===== src/hw/vfe_pkg.sv =====
// Purpose: Shared constants for the virtual-flash emulation remap block
// Assumes: 32-bit byte addresses, classic Wishbone register slave
// Notes:   Register offsets are byte addresses of aligned words

package vfe_pkg;

  // ****************************************************************
  // Address map
  // ****************************************************************
  localparam logic [31:0] VFE_LARGE_WIN_BASE = 32'h0080_4000;
  localparam logic [31:0] VFE_SMALL0_WIN_BASE = 32'h0080_6000;
  localparam logic [31:0] VFE_SMALL1_WIN_BASE = 32'h0080_7000;
  localparam logic [31:0] VFE_RAM_BASE = 32'h0080_4000;
  localparam logic [31:0] VFE_RAM_LAST = 32'h0080_7FFF;
  localparam logic [31:0] VFE_FLASH_LAST_512K = 32'h0007_FFFF;
  localparam logic [31:0] VFE_FLASH_LAST_384K = 32'h0005_FFFF;
  localparam logic [31:0] VFE_FLASH_LAST_256K = 32'h0003_FFFF;
  localparam int unsigned VFE_LARGE_SHIFT = 13;
  localparam int unsigned VFE_SMALL_SHIFT = 12;
  localparam int unsigned VFE_LARGE_W = 6;
  localparam int unsigned VFE_SMALL_W = 7;

  // ****************************************************************
  // Registers
  // ****************************************************************
  localparam logic [4:0] VFE_REG_CTRL = 5'h00;
  localparam logic [4:0] VFE_REG_LBANK0 = 5'h04;
  localparam logic [4:0] VFE_REG_SBANK0 = 5'h08;
  localparam logic [4:0] VFE_REG_SBANK1 = 5'h0C;
  localparam logic [4:0] VFE_REG_STATUS = 5'h10;
  localparam int unsigned VFE_CTRL_EN_BIT = 0;
  localparam int unsigned VFE_CTRL_VAR_LSB = 1;
  localparam logic [1:0] VFE_CTRL_VAR_RST = 2'h0;
  localparam logic [5:0] VFE_LBANK_RST = 6'h00;
  localparam logic [6:0] VFE_SBANK_RST = 7'h00;
  localparam logic [15:0] VFE_COUNT_RST = 16'h0000;

  // ****************************************************************
  // Types
  // ****************************************************************
  typedef enum logic [1:0] {
    VFE_VAR_512K = 2'h0,
    VFE_VAR_384K = 2'h1,
    VFE_VAR_256K = 2'h3
  } vfe_variant_t;

  typedef enum logic [1:0] {
    VFE_TGT_NONE  = 2'h0,
    VFE_TGT_FLASH = 2'h1,
    VFE_TGT_RAM   = 2'h3
  } vfe_target_t;

  // Last flash byte for a variant code; unused codes take the smallest part
  function automatic logic [31:0] vfe_flash_last(input logic [1:0] variant);
    logic [31:0] last;
    last = VFE_FLASH_LAST_256K;
    if (variant == VFE_VAR_512K) begin
      last = VFE_FLASH_LAST_512K;
    end else if (variant == VFE_VAR_384K) begin
      last = VFE_FLASH_LAST_384K;
    end
    return last;
  endfunction

endpackage


===== src/hw/vfe_match.sv =====
// Purpose: Combinational bank match and address translation
// Assumes: Inputs stable within the cycle
// Notes:   No storage; the top registers the result

`timescale 1ns/1ps
`default_nettype none

module vfe_match (
  input  wire logic [31:0] addr_i,
  input  wire logic        enable_i,
  input  wire logic [1:0]  variant_i,
  input  wire logic [5:0]  large_bank_select_0_i,
  input  wire logic [6:0]  small_bank_select_0_i,
  input  wire logic [6:0]  small_bank_select_1_i,
  output logic [31:0]      addr_o,
  output vfe_pkg::vfe_target_t target_o,
  output logic [2:0]       hit_o
);

  // ****************************************************************
  // Decode
  // ****************************************************************
  wire logic [31:0] flash_last = vfe_pkg::vfe_flash_last(variant_i);
  wire logic in_flash = (addr_i <= flash_last);
  wire logic in_ram = (addr_i >= vfe_pkg::VFE_RAM_BASE) && (addr_i <= vfe_pkg::VFE_RAM_LAST);
  wire logic [5:0] large_idx = addr_i[vfe_pkg::VFE_LARGE_SHIFT +: vfe_pkg::VFE_LARGE_W];
  wire logic [6:0] small_idx = addr_i[vfe_pkg::VFE_SMALL_SHIFT +: vfe_pkg::VFE_SMALL_W];
  wire logic large_hit = enable_i && in_flash && (large_idx == large_bank_select_0_i);
  wire logic small0_hit = enable_i && in_flash && (small_idx == small_bank_select_0_i);
  wire logic small1_hit = enable_i && in_flash && (small_idx == small_bank_select_1_i);
  wire logic [31:0] large_addr = vfe_pkg::VFE_LARGE_WIN_BASE | {19'h00000, addr_i[12:0]};
  wire logic [31:0] small0_addr = vfe_pkg::VFE_SMALL0_WIN_BASE | {20'h00000, addr_i[11:0]};
  wire logic [31:0] small1_addr = vfe_pkg::VFE_SMALL1_WIN_BASE | {20'h00000, addr_i[11:0]};

  // ****************************************************************
  // Select by priority
  // ****************************************************************
  assign hit_o = {small1_hit, small0_hit, large_hit};
  assign addr_o = large_hit ? large_addr :
                  small0_hit ? small0_addr :
                  small1_hit ? small1_addr : addr_i;
  assign target_o = (large_hit || small0_hit || small1_hit || in_ram) ? vfe_pkg::VFE_TGT_RAM :
                    in_flash ? vfe_pkg::VFE_TGT_FLASH : vfe_pkg::VFE_TGT_NONE;

endmodule

`default_nettype wire


===== src/hw/vfe_remap.sv =====
// Purpose: Virtual-flash emulation remap with Wishbone register slave
// Assumes: CPU access port on the same clock; one cycle of remap latency
// Notes:   Remapped accesses, reads and writes alike, reach internal RAM

`timescale 1ns/1ps
`default_nettype none

module vfe_remap (
  input  wire logic        clk_i,
  input  wire logic        rst_i,
  // Wishbone slave
  input  wire logic        wb_cyc_i,
  input  wire logic        wb_stb_i,
  input  wire logic        wb_we_i,
  input  wire logic [4:0]  wb_adr_i,
  input  wire logic [3:0]  wb_sel_i,
  input  wire logic [31:0] wb_dat_i,
  output logic [31:0]      wb_dat_o,
  output logic             wb_ack_o,
  // CPU or debugger access
  input  wire logic        cpu_req_i,
  input  wire logic        cpu_we_i,
  input  wire logic [31:0] cpu_addr_i,
  // Memory side access
  output logic             mem_req_o,
  output logic             mem_we_o,
  output logic [31:0]      mem_addr_o,
  output logic             mem_flash_sel_o,
  output logic             mem_ram_sel_o,
  output logic             mem_remapped_o
);

  // ****************************************************************
  // Configuration and state
  // ****************************************************************
  logic        enable;
  logic [1:0]  variant;
  logic [5:0]  large_bank_select_0;
  logic [6:0]  small_bank_select_0;
  logic [6:0]  small_bank_select_1;
  logic [2:0]  last_hit;
  logic [15:0] remap_count;
  logic [31:0] match_addr;
  logic [2:0]  match_hit;
  vfe_pkg::vfe_target_t match_target;

  vfe_match u_match (
    .addr_i                (cpu_addr_i),
    .enable_i              (enable),
    .variant_i             (variant),
    .large_bank_select_0_i (large_bank_select_0),
    .small_bank_select_0_i (small_bank_select_0),
    .small_bank_select_1_i (small_bank_select_1),
    .addr_o                (match_addr),
    .target_o              (match_target),
    .hit_o                 (match_hit)
  );

  // ****************************************************************
  // Bus decode
  // ****************************************************************
  wire logic bus_go = wb_cyc_i && wb_stb_i && !wb_ack_o;
  wire logic bus_wr = bus_go && wb_we_i;
  wire logic sel_ctrl = (wb_adr_i == vfe_pkg::VFE_REG_CTRL);
  wire logic sel_lbank = (wb_adr_i == vfe_pkg::VFE_REG_LBANK0);
  wire logic sel_sbank0 = (wb_adr_i == vfe_pkg::VFE_REG_SBANK0);
  wire logic sel_sbank1 = (wb_adr_i == vfe_pkg::VFE_REG_SBANK1);
  wire logic sel_status = (wb_adr_i == vfe_pkg::VFE_REG_STATUS);
  wire logic wr_ctrl = bus_wr && sel_ctrl && wb_sel_i[0];
  wire logic wr_lbank = bus_wr && sel_lbank && wb_sel_i[0];
  wire logic wr_sbank0 = bus_wr && sel_sbank0 && wb_sel_i[0];
  wire logic wr_sbank1 = bus_wr && sel_sbank1 && wb_sel_i[0];
  wire logic any_hit = |match_hit;
  wire logic cpu_remap = cpu_req_i && any_hit;

  wire logic [31:0] ctrl_word = {29'h00000000, variant, enable};
  wire logic [31:0] status_word = {remap_count, 13'h0000, last_hit};
  wire logic [31:0] next_rdata =
    sel_ctrl ? ctrl_word :
    sel_lbank ? {26'h0000000, large_bank_select_0} :
    sel_sbank0 ? {25'h0000000, small_bank_select_0} :
    sel_sbank1 ? {25'h0000000, small_bank_select_1} :
    sel_status ? status_word : 32'h0000_0000;
  wire logic [15:0] next_count = remap_count + 16'h0001;

  // ****************************************************************
  // Wishbone answer
  // ****************************************************************
  always_ff @(posedge clk_i) begin
    if (rst_i) begin
      wb_ack_o <= 1'b0;
      wb_dat_o <= 32'h0000_0000;
    end else begin
      wb_ack_o <= bus_go;
      wb_dat_o <= bus_go ? next_rdata : 32'h0000_0000;
    end
  end

  // ****************************************************************
  // Configuration registers
  // ****************************************************************
  always_ff @(posedge clk_i) begin
    if (rst_i) begin
      enable  <= 1'b0;
      variant <= vfe_pkg::VFE_CTRL_VAR_RST;
    end else if (wr_ctrl) begin
      enable  <= wb_dat_i[vfe_pkg::VFE_CTRL_EN_BIT];
      variant <= wb_dat_i[vfe_pkg::VFE_CTRL_VAR_LSB +: 2];
    end
  end

  always_ff @(posedge clk_i) begin
    if (rst_i) begin
      large_bank_select_0 <= vfe_pkg::VFE_LBANK_RST;
    end else if (wr_lbank) begin
      large_bank_select_0 <= wb_dat_i[5:0];
    end
  end

  always_ff @(posedge clk_i) begin
    if (rst_i) begin
      small_bank_select_0 <= vfe_pkg::VFE_SBANK_RST;
    end else if (wr_sbank0) begin
      small_bank_select_0 <= wb_dat_i[6:0];
    end
  end

  always_ff @(posedge clk_i) begin
    if (rst_i) begin
      small_bank_select_1 <= vfe_pkg::VFE_SBANK_RST;
    end else if (wr_sbank1) begin
      small_bank_select_1 <= wb_dat_i[6:0];
    end
  end

  // ****************************************************************
  // Status
  // ****************************************************************
  always_ff @(posedge clk_i) begin
    if (rst_i) begin
      last_hit    <= 3'h0;
      remap_count <= vfe_pkg::VFE_COUNT_RST;
    end else if (cpu_req_i) begin
      last_hit <= match_hit;
      if (cpu_remap) begin
        remap_count <= next_count;
      end
    end
  end

  // ****************************************************************
  // Memory access stage
  // ****************************************************************
  always_ff @(posedge clk_i) begin
    if (rst_i) begin
      mem_req_o       <= 1'b0;
      mem_we_o        <= 1'b0;
      mem_addr_o      <= 32'h0000_0000;
      mem_flash_sel_o <= 1'b0;
      mem_ram_sel_o   <= 1'b0;
      mem_remapped_o  <= 1'b0;
    end else begin
      mem_req_o       <= cpu_req_i;
      mem_we_o        <= cpu_req_i && cpu_we_i;
      mem_addr_o      <= cpu_req_i ? match_addr : 32'h0000_0000;
      mem_flash_sel_o <= cpu_req_i && (match_target == vfe_pkg::VFE_TGT_FLASH);
      mem_ram_sel_o   <= cpu_req_i && (match_target == vfe_pkg::VFE_TGT_RAM);
      mem_remapped_o  <= cpu_remap;
    end
  end

endmodule

`default_nettype wire


===== config.mk =====
export PLATFORM = sky130hd
export DESIGN_NAME = vfe_remap
export DESIGN_NICKNAME = d
export VERILOG_FILES = /design/src/hw/vfe_pkg.sv /design/src/hw/vfe_match.sv /design/src/hw/vfe_remap.sv
export SDC_FILE = /design/constraint.sdc
export NUM_CORES = 1
export LEC_CHECK = 0
export ABC_AREA = 1
export BUFFER_PORTS_ARGS = -buffer_cell sky130_fd_sc_hd__clkbuf_2
export CORE_UTILIZATION = 40
export DETAILED_ROUTE_END_ITERATION = 7
export GPL_TIMING_DRIVEN = 0
export PLACE_DENSITY = 0.75
export SLEW_MARGIN = 10
export SYNTH_ARGS = -nofsm -noshare
export SYNTH_HDL_FRONTEND = slang
export SYNTH_SLANG_ARGS = --single-unit

===== constraint.sdc =====
create_clock -name clk_i -period 3.2 [get_ports clk_i]
set_input_delay 0.64 -clock clk_i [delete_from_list [all_inputs] [get_ports clk_i]]
set_output_delay 0.64 -clock clk_i [all_outputs]
set_load 0.01 [all_outputs]

Word-level counts from Yosys, hierarchy flattened
Index checks and enable logic that the tools add are counted.
- register bits after elaboration: 112
- add/sub/neg operators: 1
- magnitude comparators: 3
- equal/unequal tests: 10
- muxes and demuxes: 12
- bitwise logic cells: 3
- reduce and logical (&&, ||, !) cells: 36
- operators with widths (kind ; count):
    $mux 24 ; 3
    $mux 19 ; 2
    $ge 32x24->1 const B ; 1
    $le 32x19->1 ; 1
    $le 32x24->1 const B ; 1
    $logic_and 1x1->1 ; 20
    $add 16x1->16 const B ; 1
    $eq 7x7->1 ; 2
    $mux 7 ; 2
    $eq 5x4->1 const B ; 2
    $reduce_or 3->1 ; 3
    $reduce_or 7->1 ; 1
    $eq 6x6->1 ; 1
    $mux 3 ; 2
    $mux 6 ; 1
    $reduce_or 6->1 ; 1
    $eq 5x3->1 const B ; 1
    $eq 5x5->1 const B ; 1
    $logic_not 5->1 ; 1
    $reduce_or 5->1 ; 1
    $eq 2x1->1 const B ; 2
    $reduce_or 2->1 ; 2
    $reduce_or 4->1 ; 1
    $logic_or 1x1->1 ; 3
    7 further kinds ; 9

Depth between registers and ports, before layout
- depth after elaboration: 12
- mapped depth: 15

Cells and area by module
From an unflattened synthesis, not the netlist that was laid out.
- cell total of the unflattened synthesis: 666
- area, all modules: 4730.8 µm²
- modules (own cells, without submodules) (module ; instances ; cells each ; area an instance (µm²) ; sequential area each (µm²)):
    vfe_remap ; 1 ; 495 ; 3837.4 ; 2062.0
    vfe_match ; 1 ; 171 ; 893.4 ; 0.0

Worst setup path after synthesis
Ideal clock, no wire load.
- path kind: input port to flip-flop
- from: input cpu_addr_i[18]
- to: register remap_count[6]
- library setup time: 132 ps
- data arrival time: 1932 ps
- setup slack: 1136 ps
- stages: 12
- path through: ha_1 > nand3_1 > nand2_1 > inv_1 > nand4_1 > nand2_4 > nand3_2 > nand3_4 > nand2_4 > buf_6 > nand2_1 > a21oi_1
- cells in the longest elaborated chain, start to end: 6
- elaborated cells on any way between the ends: 11
- ends and longest elaborated chain (element ; line ; source):
    start, declared ; vfe_remap.sv:23 ; input wire logic [31:0] cpu_addr_i,
    $le 32x19->1 ; vfe_match.sv:24 ; wire logic in_flash = (addr_i <= flash_last);
    $logic_and 1x1->1 ; vfe_match.sv:28, vfe_match.sv:29, vfe_match.sv:30 ;
    $logic_and 1x1->1, on equally long branches ; vfe_match.sv:30, vfe_match.sv:28, vfe_match.sv:29 ;
    $reduce_or 3->1 * ; vfe_remap.sv:73 ; wire logic any_hit = |match_hit;
    $logic_and 1x1->1 * ; vfe_remap.sv:74 ; wire logic cpu_remap = cpu_req_i && any_hit;
    $reduce_and 2->1 (no source line) * ; - ;
    end signal, assigned ; vfe_remap.sv:142 ; remap_count <= vfe_pkg::VFE_COUNT_RST;
    end signal, assigned ; vfe_remap.sv:146 ; remap_count <= next_count;
    end, declared ; vfe_remap.sv:42 ; logic [15:0] remap_count;
Every way passes the cells marked *; elsewhere a longest branch is shown, timed or not.
A chain may end at the register's enable or synchronous reset.

Worst setup path in the final report
- from: register variant[1]
- to: register remap_count[8]
- cells in the longest elaborated chain, start to end: 9
- elaborated cells on any way between the ends: 12
- ends and longest elaborated chain (element ; line ; source):
    start, declared ; vfe_remap.sv:37 ; logic [1:0] variant;
    start signal, assigned ; vfe_remap.sv:105 ; variant <= vfe_pkg::VFE_CTRL_VAR_RST;
    start signal, assigned ; vfe_remap.sv:108 ; variant <= wb_dat_i[vfe_pkg::VFE_CTRL_VAR_LSB +: 2];
    $eq 2x1->1 ; vfe_pkg.sv:59 ; end else if (variant == VFE_VAR_384K) begin
    $mux 19 ; vfe_pkg.sv:59 ;
    $mux 19 * ; vfe_pkg.sv:57 ; if (variant == VFE_VAR_512K) begin
    $le 32x19->1 * ; vfe_match.sv:24 ;
    $logic_and 1x1->1 * ; vfe_match.sv:28, vfe_match.sv:29, vfe_match.sv:30 ;
    $logic_and 1x1->1, on equally long branches ; vfe_match.sv:30, vfe_match.sv:28, vfe_match.sv:29 ;
    $reduce_or 3->1 * ; vfe_remap.sv:73 ;
    $logic_and 1x1->1 * ; vfe_remap.sv:74 ;
    $reduce_and 2->1 (no source line) * ; - ;
Marked as above.

==> impl_metrics.ini <==
[power_and_ir_drop]
power.switching_mw = 0.543
seqPwrFrac_pct = 59.2
p_int_mw = 1.67
leakage_nw = 2.46
powerDensity_nw_per_um2 = 424
finalPower_mw = 2.21
switching_share_pct = 24.6
clock_power_share_pct = 33.0
ir_drop_mv = 0.193
power_frac_comb_pct = 7.8

[worst_setup_path]
critPathSlowestCell = dfxtp_1
path_cells = clkbuf_1, ha_1, nand2_1, nor2_1, nand2_1, nor2_1, nand2_1, nand2_4, nand3_2, nand3_4, nand2_4, buf_6, nand2_1, a21oi_1
critical_path_class = reg2reg
cp_num_buf_inv = 2
cpLargestDelayFamily = simple AND/OR/NAND/NOR gates
crit_top_cell = nand2_1
arrival_ps = 2340
cp_data_required_time_ps = 3430
worstSetupStartpointType = flop
crit_fanout = 10
end_kind = flop
critical-path-max-stage-delay_ps = 360

[floorplan]
die_width_um = 106
core_area_um2 = 10400
rows = 37
start_util_pct = 41.6
dieHeight_um = 106
die_area_um2 = 11200
ios = 150

[routing]
drcViolationCount = 0
vias = 3932
first_pass_iters = 5
routedWlPerCell_um = 12.7
ant_nets = 0
drt_iter0_markers = 240
routed_wl_um = 10600
viasPerCell = 4.73

[synth]
syn-cell-area_um2 = 4310
async_flop_share_pct = 0
synth_edf_count = 0
yosysWarnings = 0
syn_area_per_cell_um2 = 7.63
yosysUniqueCellTypes = 31
netlist_instances = 565
ys_ff_latch = 103
ys_seq_area_share_pct = 47.9
synth_flop_cell = dfxtp_1

[timing]
holdWs_ps = 470
setup_violations = 0
period_needed_ps = 2110
slew_violations = 0
setup_ws_ps = 1090
rsz0062_at_grt = no
timing.final.crit_share_pct = 66.1
clock.fmax_mhz = 473
hold_viol_final = 0
worst_pin_slew_ps = 580
tns_ps = 0
fin_skew_ps = 12.6
maxSlewHeadroom_pct = 61.4

[cells_and_area]
fin_cells = 831
drive_gt1_share_pct = 23.0
layout_commonest_cell = nor2_1
most-common-layout-cells = nor2_1 (130), clkbuf_2 (107), dfxtp_1 (103)
seq_area_um2 = 2060
fillers = 1048
utilization_pct = 50.2
nets = 774
multi_input_area_um2 = 1830
area_growth_pct = 20.9
diodes = 0
stdcell_area_um2 = 5210

[grt]
busiest_layer = met2
grtUsageMet2_pct = 31.4
antenna_found_initial = 0
use_met3_pct = 3.46
grt_pass1_vias = 3640
grt_usage_pct = 19.6
grt_pass1_wl_um = 17400
use_met1_pct = 26.2
grt_max_degree = 16
gr-total-overflow = 0

[cts]
cts_setup_buffers = 0
cts_tree = built
ctsHtreeMaxLevel = 3
cts_buffer_depth = 2
clock_sinks = 103
cts_root_buf = clkbuf_8
postCtsHoldBufs = 0
clk_pin_slew_worst_paths_ps = 100
cts_buffers = 9
post_cts_resized = 0
clock_latency_ps = 370

[place]
port_buffers = 107
pre_cts_slack_ps = 739
dpl_cell_area_um2 = 5040
dp.final_hpwl_um = 8060
placedCellCount = 816
routabilityCongestion = 0.899

[job]
drv_cap = 0

[run_status]
run_status = finished, final reports clean

[min_path]
min_path_type = in2reg
[routing by layer]
metal	routed length, µm	part of all wire (%)	vias to the layer above
met5	0	0	-
met4	185	1.7	0
met3	675	6.4	18
met2	4810	45	136
met1	4930	46	1780
li1	-	-	1998
[power groups by stage]
stage          clock network, mW  logic (mW)  registers, mW
2_1_floorplan                  0      0.0858           1.35
3_3_place_gp                   0       0.169           1.34
3_5_place_dp                   0       0.172           1.34
4_1_cts                    0.734       0.174           1.31
5_1_grt                    0.790       0.194           1.31
6_report                   0.728       0.173           1.31
[cell usage after synthesis (2+ instances only)]
cell	n	share of area, %
nor2_1	130	11
dfxtp_1	103	48
nand2_1	72	6.3
inv_1	60	5.2
nand3_1	34	3.9
o21ai_0	30	3.5
a21oi_1	26	3.0
xor2_1	23	4.7
inv_2	16	1.4
buf_4	11	1.9
clkbuf_1	9	0.78
xnor2_1	7	1.4
nand4_1	6	0.87
nor3_1	6	0.70
buf_6	3	0.78
ha_1	3	0.87
nand2_4	3	0.78
nand3_4	3	1.2
nor4_1	3	0.44
a221oi_1	2	0.41
a22o_1	2	0.41
buf_2	2	0.23
nand3b_1	2	0.35
o211ai_1	2	0.35
[kinds of logic (layout without fill, tap and decap cells)]
group,Yosys count,in the layout,synth area share [%]
adder cells (fa/ha/maj),3,3,0.871
XOR/XNOR,30,30,6.10
other,1,9,0.0870
buffers and inverters,101,223,10.3
AND/OR/NAND/NOR,260,260,26.1
flip-flops,103,103,47.9
AO/OA/AOI/OAI,67,67,8.62
[state kept, by name, indices dropped and copies added, names as in the netlist]
name / flops
mem_addr_o: 32
wb_dat_o: 23
remap_count: 16
small_bank_select_0: 7
small_bank_select_1: 7
large_bank_select_0: 6
last_hit: 3
variant: 2
enable: 1
mem_flash_sel_o: 1
mem_ram_sel_o: 1
mem_remapped_o: 1
mem_req_o: 1
mem_we_o: 1
wb_ack_o: 1
[worst register-to-register path, cell delays in order (launching register included)]
cell and delay (ps):
dfxtp_1 360, clkbuf_1 120, ha_1 290, nand2_1 50, nor2_1 90, nand2_1 60, nor2_1 100, nand2_1 100
nand2_4 110, nand3_2 140, nand3_4 180, nand2_4 100, buf_6 160, nand2_1 60, a21oi_1 60
[final timing paths]
check	endpoint	cells past startpoint	slack, ps	from
worst max-delay path	remap_count[8]	14	1090	variant[1]
worst min-delay path	mem_addr_o[26]	3	470	cpu_addr_i[26]
worst max register to register	remap_count[8]	14	1090	variant[1]
worst min register to register	remap_count[13]	2	470	remap_count[13]
[cell type report]
type / count / area share (%)
clock inverter: 4 / 0.432
multi-input combinational: 369 / 35.2
timing repair buffer: 107 / 10.3
sequential: 103 / 39.6
clock buffer: 11 / 2.71
tap: 136 / 3.27
buffer: 25 / 3.07
inverter: 76 / 5.48
(Power assumes the default switching activity.)
